$ cat config.mk
export PLATFORM = sky130hd
export DESIGN_NAME = psc_regs_top
export DESIGN_NICKNAME = d
export VERILOG_FILES = /design/src/psc_pkg.sv /design/src/psc_sync.sv /design/src/psc_tdr.sv /design/src/psc_regs_top.sv
export VERILOG_INCLUDE_DIRS = /design/src
export SDC_FILE = /design/constraint.sdc
export NUM_CORES = 1
export LEC_CHECK = 0
export ABC_AREA = 1
export BUFFER_PORTS_ARGS = -buffer_cell sky130_fd_sc_hd__clkbuf_2
export CAP_MARGIN = 30
export CORE_MARGIN = 4
export CORE_UTILIZATION = 45
export DETAILED_ROUTE_END_ITERATION = 12
export GPL_TIMING_DRIVEN = 0
export PLACE_DENSITY_LB_ADDON = 0.25
export SYNTH_ARGS = -nofsm -noshare
export SYNTH_HDL_FRONTEND = slang
export SYNTH_SLANG_ARGS = --single-unit
$ cat constraint.sdc
create_clock -name clk_sys -period 1.6 [get_ports clk_sys]
set_input_delay 0.08 -clock clk_sys [delete_from_list [all_inputs] [get_ports clk_sys]]
set_output_delay 0.08 -clock clk_sys [all_outputs]
set_load 0.02 [all_outputs]
$ cat src/psc_map.svh
`ifndef PSC_MAP_SVH
`define PSC_MAP_SVH
// ==================================
// register word indices (byte address = index * 4)
`define PSC_IDX_EVT 10'h018
`define PSC_IDX_STRAP 10'h019
`define PSC_IDX_DIAG 10'h01E
`define PSC_IDX_RST 10'h01F
`define PSC_IDX_LSR 10'h180
// ==================================
// field positions and reset values
`define PSC_EVT_EN_RST 8'h08
`define PSC_RST_RW_MASK 16'hFFDF
`define PSC_DIAG_START 15
`define PSC_DIAG_AUTO 14
`define PSC_RST_GLB 15
`define PSC_RST_DIG 14
`define PSC_STRAP_W 5
`define PSC_STRAP_CAP 2'h2
`define PSC_STRAP_END 2'h3
// ==================================
// bus answers
`define PSC_RESP_OK 2'h0
`define PSC_RESP_ERR 2'h2
`endif

$ cat src/psc_pkg.sv
`default_nettype none
package psc_pkg;
  typedef logic [31:0] psc_word_t;
  typedef logic [11:0] psc_addr_t;
  typedef logic [15:0] psc_reg_t;
  typedef enum logic [1:0] {
    PSC_TDR_IDLE = 2'h0,
    PSC_TDR_RUN = 2'h1,
    PSC_TDR_FIN = 2'h3
  } psc_tdr_e;
endpackage
`default_nettype wire

$ cat src/psc_sync.sv
`default_nettype none
module psc_sync #(
  parameter int W = 5
) (
  // clock and reset
  input wire logic clk_sys,
  input wire logic rst_b,
  // pins and synchronised copy
  input wire logic [W-1:0] pinIn,
  output logic [W-1:0] syncOut
);
  logic [W-1:0] meta_q;
  // ==================================
  // two flops; only the second stage is read
  always_ff @(posedge clk_sys or negedge rst_b) begin
    if (!rst_b) begin
      meta_q <= '0;
      syncOut <= '0;
    end else begin
      meta_q <= pinIn;
      syncOut <= meta_q;
    end
  end
endmodule
`default_nettype wire

$ cat src/psc_tdr.sv
`include "psc_map.svh"
`default_nettype none
module psc_tdr (
  // clock and reset
  input wire logic clk_sys,
  input wire logic rst_b,
  // control
  input wire logic launch,
  input wire logic abort,
  input wire logic clrFlags,
  // measurement engine
  input wire logic measDone,
  input wire logic measFail,
  output logic tdrReq,
  // status
  output psc_pkg::psc_tdr_e state,
  output logic busy,
  output logic doneFlag,
  output logic failFlag
);
  import psc_pkg::*;
  psc_tdr_e state_d;
  // ==================================
  // sequencer
  always_comb begin
    state_d = state;
    case (state)
      PSC_TDR_IDLE: begin
        if (launch) begin
          state_d = PSC_TDR_RUN;
        end
      end
      PSC_TDR_RUN: begin
        if (measDone) begin
          state_d = PSC_TDR_FIN;
        end
      end
      PSC_TDR_FIN: begin
        state_d = PSC_TDR_IDLE;
      end
      default: begin
        state_d = PSC_TDR_IDLE;
      end
    endcase
  end
  assign busy = (state == PSC_TDR_RUN);
  always_ff @(posedge clk_sys or negedge rst_b) begin
    if (!rst_b) begin
      state <= PSC_TDR_IDLE;
      tdrReq <= 1'b0;
    end else if (abort) begin
      state <= PSC_TDR_IDLE;
      tdrReq <= 1'b0;
    end else begin
      state <= state_d;
      tdrReq <= (state == PSC_TDR_IDLE) && launch;
    end
  end
  // ==================================
  // done and fail flags
  always_ff @(posedge clk_sys or negedge rst_b) begin
    if (!rst_b) begin
      doneFlag <= 1'b0;
      failFlag <= 1'b0;
    end else if (clrFlags || (launch && state == PSC_TDR_IDLE)) begin
      doneFlag <= 1'b0;
      failFlag <= 1'b0;
    end else if (busy && measDone && !abort) begin
      doneFlag <= 1'b1;
      failFlag <= measFail;
    end
  end
endmodule
`default_nettype wire

$ cat src/psc_regs_top.sv
// Notes on behaviour
// - Status bit 15 latches a maintenance_channel ack-received event; enable bit 7 resets to 0.
// - Status bit 14 latches a transmit-valid-cleared event; its enable sits in bit 6.
// - Status bit 11 flags power-on reset done; its enable bit 3 alone resets to one.
// - Status bit 10 flags no frames detected; enable bit 2 resets to zero.
// - Status bit 9 flags a wake request and bit 8 a low-power event; enables 1 and 0 reset to 0.
// - The five-bit strap_mgmt_address is caught from straps and read back in bits 4 to 0.
// - Writing one to diag bit 15 starts a measurement that self-clears; bit 1 done, bit 0 fail.
// - With auto-run bit 14 set a measurement starts on every link-down seen while the sequencer is idle; else only manually.
// - Reset bit 15 clears the digital logic and the event, diag and reset registers, re-catches the straps, then reads zero.
// - Reset bit 14 resets only the digital core, keeping registers, then reads zero.
// - Link state bit 15 shows link up from control_status_logic and bit 12 link status.
// - Link state bit 14 shows link down as judged by control_status_logic.
// - Link state bits 13, 2, 1, 0 show send-data, descrambler lock, local and remote receiver.
//
// Design decision made here: the AXI4-Lite register port.
`include "psc_map.svh"
`default_nettype none
module psc_regs_top (
  // clock and reset
  input wire logic clk_sys,
  input wire logic rst_b,
  // axi4-lite write address
  input wire psc_pkg::psc_addr_t awaddr,
  input wire logic awvalid,
  output logic awready,
  // axi4-lite write data
  input wire psc_pkg::psc_word_t wdata,
  input wire logic [3:0] wstrb,
  input wire logic wvalid,
  output logic wready,
  // axi4-lite write response
  output logic [1:0] bresp,
  output logic bvalid,
  input wire logic bready,
  // axi4-lite read address
  input wire psc_pkg::psc_addr_t araddr,
  input wire logic arvalid,
  output logic arready,
  // axi4-lite read data
  output psc_pkg::psc_word_t rdata,
  output logic [1:0] rresp,
  output logic rvalid,
  input wire logic rready,
  // core event pulses
  input wire logic evAckRcvd,
  input wire logic evTxValidClr,
  input wire logic evNoFrame,
  input wire logic evWakeReq,
  input wire logic evLowPower,
  // control_status_logic levels
  input wire logic linkUp,
  input wire logic linkDown,
  input wire logic ctrlSendData,
  input wire logic linkStatus,
  input wire logic descrLock,
  input wire logic locRcvrOk,
  input wire logic remRcvrOk,
  // strap pins
  input wire logic [4:0] strapMgmtAddress,
  // cable diagnostic engine
  output logic tdrReq,
  input wire logic tdrMeasDone,
  input wire logic tdrMeasFail,
  // system outputs
  output logic irq,
  output logic coreRst
);
  import psc_pkg::*;

  // ==================================
  // state
  logic [5:0] evtSts_q;
  logic [5:0] evtSts_d;
  logic [7:0] evtEn_q;
  logic porPend_q;
  logic cfgAuto_q;
  psc_reg_t rstCtl_q;
  psc_reg_t rstCtl_d;
  logic [6:0] lsr_q;
  logic [4:0] strapAddr_q;
  logic [1:0] strapCnt_q;
  logic [4:0] strapSync;
  logic linkDownPrev_q;
  psc_addr_t awAddr_q;
  psc_addr_t arAddr_q;
  psc_reg_t wData_q;
  logic [1:0] wStrb_q;

  // ==================================
  // bus decode
  wire logic wrEn = !awready && !wready && !bvalid;
  wire logic rdEn = !arready && !rvalid;
  wire logic awHs = awvalid && awready;
  wire logic wHs = wvalid && wready;
  wire logic arHs = arvalid && arready;
  wire logic bHs = bvalid && bready;
  wire logic rHs = rvalid && rready;
  wire logic [9:0] wIdx = awAddr_q[11:2];
  wire logic [9:0] rIdx = arAddr_q[11:2];
  wire logic wHitEvt = (wIdx == `PSC_IDX_EVT);
  wire logic wHitDiag = (wIdx == `PSC_IDX_DIAG);
  wire logic wHitRst = (wIdx == `PSC_IDX_RST);
  wire logic wHitRo = (wIdx == `PSC_IDX_STRAP) || (wIdx == `PSC_IDX_LSR);
  wire logic wMapped = wHitEvt || wHitDiag || wHitRst || wHitRo;
  wire logic rHitEvt = (rIdx == `PSC_IDX_EVT);
  wire logic rHitStrap = (rIdx == `PSC_IDX_STRAP);
  wire logic rHitDiag = (rIdx == `PSC_IDX_DIAG);
  wire logic rHitRst = (rIdx == `PSC_IDX_RST);
  wire logic rHitLsr = (rIdx == `PSC_IDX_LSR);
  wire logic rMapped = rHitEvt || rHitStrap || rHitDiag || rHitRst || rHitLsr;
  wire psc_reg_t laneMask = {{8{wStrb_q[1]}}, {8{wStrb_q[0]}}};
  wire psc_reg_t wBits = wData_q & laneMask;

  // ==================================
  // reset commands
  wire logic glbRst = rstCtl_q[`PSC_RST_GLB];
  wire logic digRst = rstCtl_q[`PSC_RST_DIG];

  // ==================================
  // event register
  wire logic [5:0] evtSet = {evAckRcvd, evTxValidClr, porPend_q, evNoFrame, evWakeReq,
                             evLowPower};
  wire logic [5:0] enSel = {evtEn_q[7], evtEn_q[6], evtEn_q[3:0]};
  wire logic rdClr = rdEn && rHitEvt;
  wire logic evtWr = wrEn && wHitEvt;
  wire psc_reg_t evtView = {evtSts_q[5:4], 2'h0, evtSts_q[3:0], evtEn_q};

  // ==================================
  // diagnostic and strap wiring
  logic tdrBusy;
  logic tdrDone;
  logic tdrFail;
  psc_tdr_e tdrState;
  wire logic diagWr = wrEn && wHitDiag;
  wire logic manStart = diagWr && wStrb_q[1] && wData_q[`PSC_DIAG_START];
  wire logic downRise = lsr_q[5] && !linkDownPrev_q;
  wire logic tdrLaunch = manStart || (cfgAuto_q && downRise);
  wire psc_reg_t diagView = {tdrBusy, cfgAuto_q, 12'h000, tdrDone, tdrFail};
  wire psc_reg_t lsrView = {lsr_q[6:3], 9'h000, lsr_q[2:0]};
  wire psc_reg_t strapView = {11'h000, strapAddr_q};

  // ==================================
  // read selection
  wire psc_reg_t rdMux = rHitEvt ? evtView :
                         rHitStrap ? strapView :
                         rHitDiag ? diagView :
                         rHitRst ? rstCtl_q :
                         rHitLsr ? lsrView : 16'h0000;

  // ==================================
  // sticky status, set wins over read clear
  assign evtSts_d = (evtSts_q & ~{6{rdClr}}) | evtSet;

  // ==================================
  // self-clearing commands
  always_comb begin
    rstCtl_d = rstCtl_q & ~16'hC000;
    if (wrEn && wHitRst) begin
      rstCtl_d = (rstCtl_d & ~(laneMask & `PSC_RST_RW_MASK)) | (wBits & `PSC_RST_RW_MASK);
    end
  end

  // ==================================
  // axi write channel
  always_ff @(posedge clk_sys or negedge rst_b) begin
    if (!rst_b) begin
      awready <= 1'b1;
      wready <= 1'b1;
      bvalid <= 1'b0;
      bresp <= `PSC_RESP_OK;
      awAddr_q <= 12'h000;
      wData_q <= 16'h0000;
      wStrb_q <= 2'h0;
    end else begin
      if (awHs) begin
        awready <= 1'b0;
        awAddr_q <= awaddr;
      end
      if (wHs) begin
        wready <= 1'b0;
        wData_q <= wdata[15:0];
        wStrb_q <= wstrb[1:0];
      end
      if (wrEn) begin
        bvalid <= 1'b1;
        bresp <= wMapped ? `PSC_RESP_OK : `PSC_RESP_ERR;
      end else if (bHs) begin
        bvalid <= 1'b0;
        awready <= 1'b1;
        wready <= 1'b1;
      end
    end
  end

  // ==================================
  // axi read channel
  always_ff @(posedge clk_sys or negedge rst_b) begin
    if (!rst_b) begin
      arready <= 1'b1;
      rvalid <= 1'b0;
      rdata <= 32'h0000_0000;
      rresp <= `PSC_RESP_OK;
      arAddr_q <= 12'h000;
    end else if (arHs) begin
      arready <= 1'b0;
      arAddr_q <= araddr;
    end else if (rdEn) begin
      rvalid <= 1'b1;
      rdata <= {16'h0000, rdMux};
      rresp <= rMapped ? `PSC_RESP_OK : `PSC_RESP_ERR;
    end else if (rHs) begin
      rvalid <= 1'b0;
      arready <= 1'b1;
    end
  end

  // ==================================
  // register file; the global command clears it, the digital one does not
  always_ff @(posedge clk_sys or negedge rst_b) begin
    if (!rst_b) begin
      evtSts_q <= 6'h00;
      evtEn_q <= `PSC_EVT_EN_RST;
      porPend_q <= 1'b1;
      cfgAuto_q <= 1'b0;
      rstCtl_q <= 16'h0000;
    end else if (glbRst) begin
      evtSts_q <= 6'h00;
      evtEn_q <= `PSC_EVT_EN_RST;
      porPend_q <= 1'b1;
      cfgAuto_q <= 1'b0;
      rstCtl_q <= 16'h0000;
    end else begin
      evtSts_q <= evtSts_d;
      porPend_q <= 1'b0;
      rstCtl_q <= rstCtl_d;
      if (evtWr) begin
        evtEn_q <= (evtEn_q & ~laneMask[7:0]) | wBits[7:0];
      end
      if (diagWr && wStrb_q[1]) begin
        cfgAuto_q <= wData_q[`PSC_DIAG_AUTO];
      end
    end
  end

  // ==================================
  // link state snapshot
  always_ff @(posedge clk_sys or negedge rst_b) begin
    if (!rst_b) begin
      lsr_q <= 7'h00;
      linkDownPrev_q <= 1'b0;
    end else begin
      lsr_q <= {linkUp, linkDown, ctrlSendData, linkStatus, descrLock, locRcvrOk, remRcvrOk};
      linkDownPrev_q <= lsr_q[5];
    end
  end

  // ==================================
  // strap capture, three edges after release so the synchroniser is settled
  psc_sync #(
    .W(`PSC_STRAP_W)
  ) u_strap_sync (
    .clk_sys(clk_sys),
    .rst_b(rst_b),
    .pinIn(strapMgmtAddress),
    .syncOut(strapSync)
  );
  always_ff @(posedge clk_sys or negedge rst_b) begin
    if (!rst_b) begin
      strapCnt_q <= 2'h0;
      strapAddr_q <= 5'h00;
    end else if (glbRst) begin
      strapCnt_q <= 2'h0;
    end else if (strapCnt_q != `PSC_STRAP_END) begin
      strapCnt_q <= strapCnt_q + 2'h1;
      if (strapCnt_q == `PSC_STRAP_CAP) begin
        strapAddr_q <= strapSync;
      end
    end
  end

  // ==================================
  // cable diagnostic sequencer
  psc_tdr u_tdr (
    .clk_sys(clk_sys),
    .rst_b(rst_b),
    .launch(tdrLaunch),
    .abort(glbRst || digRst),
    .clrFlags(glbRst),
    .measDone(tdrMeasDone),
    .measFail(tdrMeasFail),
    .tdrReq(tdrReq),
    .state(tdrState),
    .busy(tdrBusy),
    .doneFlag(tdrDone),
    .failFlag(tdrFail)
  );

  // ==================================
  // interrupt and core reset outputs
  always_ff @(posedge clk_sys or negedge rst_b) begin
    if (!rst_b) begin
      irq <= 1'b0;
      coreRst <= 1'b0;
    end else begin
      irq <= |(evtSts_q & enSel);
      coreRst <= glbRst || digRst;
    end
  end
endmodule
`default_nettype wire

* Yosys cells after proc, flatten, opt, wreduce, memory -nomap -nowiden *
Cells that the tools add are included.

storage, ports and cells
  flip-flop bits (word level) = 131
  output and inout bits = 44
  word-level logic and storage cells = 151

operators by class
  $add $sub $neg = 1
  equality and inequality tests = 16
  muxes and demuxes = 39
  bitwise gates (word level) = 13
  reduce and logical (&&, ||, !) cells = 52

operators with widths
  cell                 count
  $mux 16              7
  $eq 10x5->1 const B  8
  $mux 1               21
  $eq 10x9->1 const B  2
  $logic_and 1x1->1    19
  $and 14x16->16       1
  $and 16x16->16       1
  $mux 8               2
  $not 16->16          1
  $or 16x16->16        1
  $reduce_bool 2->1    8
  $mux 2               7
  $and 6x6->6          2
  $logic_or 1x1->1     11
  $and 8x8->8          1
  $not 8->8            1
  $or 8x8->8           1
  $reduce_and 2->1     4
  $logic_not 1->1      7
  $mux 6               1
  $not 6->6            1
  $or 6x6->6           1
  $reduce_or 6->1      1
  $pmux 2 s2           1
  10 further kinds     11

* Longest topological paths before layout *
  word-level depth = 10
  gate-level depth with buffers = 10
  gate-level depth less buffers = 10

* Modules after synthesis *
From an unflattened synthesis, not the netlist that was laid out.

second synthesis, totals
  cells, all modules = 566
  area total of the unflattened synthesis = 5445.2 um^2

by module, submodules not included
  module        times used  cells each  area each (um^2)
  psc_regs_top  1           530         4972.3
  psc_sync      1           10          250.2
  psc_tdr       1           26          222.7

* Worst setup path before layout *
OpenSTA, ideal clock, no wires.

  path type = register to register
  from = register arAddr_q[10]
  to = register evtSts_q[1]
  setup time = 132 ps
  arrival = 1286 ps
  required time = 1468 ps
  setup slack = 182 ps
  cell stages (with the launch flop) = 10
  buffers on the path = 1
  clock period less this slack = 1418 ps
  cell sequence = dfrtp_1 nor2_8 nand3_4 inv_2 nand3_4 inv_4 nand2_2 buf_6 a21oi_2 nor2_1

on the way
  longest elaborated chain between the ends = 6

RTL lines
  element                       RTL line             RTL
  start, declared               psc_regs_top.sv:86   psc_addr_t arAddr_q;
  start signal, assigned        psc_regs_top.sv:207  arAddr_q <= araddr;
  $eq 10x5->1 (no source line)  n/a
  $logic_and 1x1->1             psc_regs_top.sv:125  wire logic rdClr = rdEn && rHitEvt;
  $not 6->6                     psc_regs_top.sv:153  assign evtSts_d = (evtSts_q & ~{6{rdClr}}) | evtSet;
  $and 6x6->6                   psc_regs_top.sv:153
  $or 6x6->6                    psc_regs_top.sv:153
  $mux 6                        psc_regs_top.sv:227  end else if (glbRst) begin
  end signal, assigned          psc_regs_top.sv:234  evtSts_q <= evtSts_d;
  end, declared                 psc_regs_top.sv:73   logic [5:0] evtSts_q;

No other way between the ends.
A chain may end at the register's enable or synchronous reset.

* Worst setup path in the final report *
  from = register arAddr_q[7]
  to = register rdata[12]

on the way
  longest elaborated chain between the ends = 6
  elaborated cells on any way between the ends = 10

RTL lines
  element                       RTL line             RTL
  $eq 10x9->1 (no source line)  n/a
  $mux 16                       psc_regs_top.sv:149  rHitLsr ? lsrView : 16'h0000;
  $mux 16                       psc_regs_top.sv:148  rHitRst ? rstCtl_q :
  $mux 16                       psc_regs_top.sv:147  rHitDiag ? diagView :
  $mux 16                       psc_regs_top.sv:146  rHitStrap ? strapView :
  $mux 16 *                     psc_regs_top.sv:145  wire psc_reg_t rdMux = rHitEvt ? evtView :
  end signal, assigned          psc_regs_top.sv:210  rdata <= {16'h0000, rdMux};
  end, declared                 psc_regs_top.sv:41   output psc_pkg::psc_word_t rdata,

Mark *: on every way between the ends. The rest lies on a longest branch, timed or not.

==> flow_summary.toml <==
[status]
status = "finished, final reports clean"

[die]
initial_core_util = 0.460
die_h_um = 119
fp-row-count = 40
dieArea_sq_um = 14100
core-area_sq_um = 12000
die-width_um = 119
ioPinCount = 130

[timing]
setup_tns_ns = 0
final_max_slew_viol_count = 0
worstMarginPinSlew_ns = 0.546
hold_viol = 0
fin_crit_ns = 1.57
finClkSkew_ns = 0.00788
setup_viol = 0
fmax_mhz = 636
setup_ws_ns = 0.0289
slew_headroom = 0.636
finalCritPeriodShare = 0.982
rsz0062_at_grt = "true"

[grt]
grt_pass1_wl_um = 23300
grt_use_total = 0.208
grt_use_met3 = 0.0518
gr-max-usage-layer = "met2"
grtUsageMet2 = 0.348
grt_overflow = 0
grt_max_degree = 66
antenna_found_initial = 0
grtUsageMet1 = 0.265
grt_pass1_vias = 4653

[route]
wire_per_inst_um = 15.1
antenna_left = 0
routed_via_density = 4.98
num_vias = 4712
first_iter_violations = 382
post-route-drc-count = 0
dr.pass1.iters = 5
wl_um = 14200

[worst_setup_path]
worstSetupPathType = "reg -> reg"
path_cells = "inv_2, nand2_2, nor2_4, inv_2, nor3_4, buf_4, nor3_2, nand2_1, nand2_1"
path_delay_family = "simple AND/OR/NAND/NOR gates"
end_kind = "flip-flop"
worst_ep_arrival_time_ns = 1.88
cp_num_buf_inv = 3
worst_setup_path_start_kind = "flip-flop"
critPathSlowestCell = "dfrtp_1"
reg2reg_slack_ns = 0.03
cp_max_fo = 7
crit_required_ns = 1.90
critPathMaxStageDelay_ns = 0.40

[yosys]
syn_avg_cell_area_sq_um = 9.45
syn_inst = 585
synth_seq_cells = 124
syn-cell-area_sq_um = 5530
ys_types = 42
ys_seq_area_frac = 0.563
synth_edf_count = 0
ys_warn_count = 0
ys_async_sr_fraction = 1.00
synth_flop_cell = "dfrtp_1"

[cts]
insertion_delay_ns = 0.42
numCtsBuffers = 17
cts.sinks = 124
clk_pin_slew_worst_paths_ns = 0.06
tritoncts = "built"
h-tree-depth = 4
ctsRootBufferMaster = "clkbuf_16"
clk_path_buf_depth = 2

[placement]
post-dp-hpwl_um = 9610
port_buffers = 89
gp_congestion = 0.855
place_ws_ns = -0.0533
placed_area_sq_um = 6260
placed_cells = 839

[power_and_ir_drop]
cellLeakagePower_uw = 0.00386
ir_drop_mv = 1.49
power_uw = 12000
power_density_nw_per_um2 = 1550

[run]
drv_cap = 0

[layout]
multi_input_area_sq_um = 2080
final_area_sq_um = 7750
antenna_cells = 0
nFillCells = 968
layout-drive-gt1-share = 0.280
regArea_sq_um = 3110
final_cell_count_no_fill = 946
final_nets = 874
syn_to_final_growth_pct = 40.3
layout_common_cells = "117 x nand2_1, 117 x dfrtp_1, 90 x clkbuf_2, 64 x dlygate4sd3_1, 54 x inv_1"

[hold_path]
hp-class = "in -> reg"
per-stage QoR:
step / hold slack [ns] / utilization
global placement: 0.191 / 0.518
detailed placement: 0.0826 / 0.521
global route: 0.0736 / 0.646
floorplan: -0.216 / -
CTS: 0.00805 / 0.633
finish: 0.0164 / 0.646
final timing paths:
check / from / end / depth (start not counted)
max: arAddr_q[7] / rdata[12] / 9
min: tdrMeasFail / u_tdr.failFlag / 4
max reg2reg: arAddr_q[7] / rdata[12] / 9
min reg2reg: u_strap_sync.meta_q[1] / u_strap_sync.syncOut[1] / 0
max in group asynchronous: rst_b / wready / 3
min in group asynchronous: rst_b / arAddr_q[9] / 2
power breakdown:
| group | internal, uW | switching [uW] | total [uW] |
|---|---|---|---|
| combinational | 1180 | 1840 | 3020 |
| clock | 3160 | 1400 | 4570 |
| sequential | 3890 | 563 | 4450 |
state kept, by name (all words and copies together) (netlist names), 2 cells and up:
name and flops:
strapAddr_q 5, evtSts_q 6, arAddr_q 10, evtEn_q 8, rstCtl_q 15, lsr_q 7, u_tdr.state 2, rdata 16
strapCnt_q 2, wData_q 16, u_strap_sync.meta_q 5, awAddr_q 10, wStrb_q 2, u_strap_sync.syncOut 5
what timing repair did:
item | CTS | global route
setup endpoints to repair | 12 | 37
hold buffers | 64 | 0
pin swaps | 2 | 9
resized for setup | 1 | 25
setup buffers | 2 | 9
gates cloned | 0 | 1
endpoints found under the hold margin | 120 | 0
Yosys cell counts, types with 4 or more instances:
cell      count  area share
nand4_1      14       0.016
dfstp_2       5       0.024
nand2_1     119       0.081
nand3_1      49       0.044
nor2_1       52       0.035
a21oi_1      29       0.026
nor3_1        4      0.0036
dfrtp_1     119        0.54
o31ai_1       5      0.0068
buf_4        19       0.026
a21oi_2       4      0.0063
mux2_2       18       0.037
nor2_2        4      0.0045
clkbuf_1     10      0.0068
o21ai_0      28       0.025
inv_1        58       0.039
o211ai_2      5       0.011
routing by layer:
metal  wire length [um]  part of all wire  vias up
li1                   -                 -     2301
met1               6090              0.43     2249
met2               7170              0.50      142
met3                765             0.054       20
met4                216             0.015        0
met5                  0                 0        -
layout make-up:
| class | instances | area share |
|---|---|---|
| well taps | 147 | 0.0237 |
| repair buffers | 166 | 0.159 |
| clock buffers | 21 | 0.0594 |
| flip-flops and latches | 124 | 0.401 |
| inverters | 62 | 0.0303 |
| plain buffers | 33 | 0.0281 |
| clock inverters | 11 | 0.0305 |
| multi-input cells | 382 | 0.268 |
cell families after synthesis:
group | after synthesis | synth area share
AOI/OAI and AO/OA | 84 | 0.0931
adders and majority gates | 2 | 0.00453
buffers and inverters | 96 | 0.0804
DFF | 124 | 0.563
muxes | 18 | 0.0367
other | 1 | 0.000679
and+or+nand+nor | 260 | 0.222
worst register-to-register path, delay by kind of cell, from the launching register on:
family / cells / cell delay (ns)
AND/OR/NAND/NOR: 6 / 0.75
flip-flops: 1 / 0.40
buffers and inverters: 3 / 0.32
(Power assumes the default switching activity.)
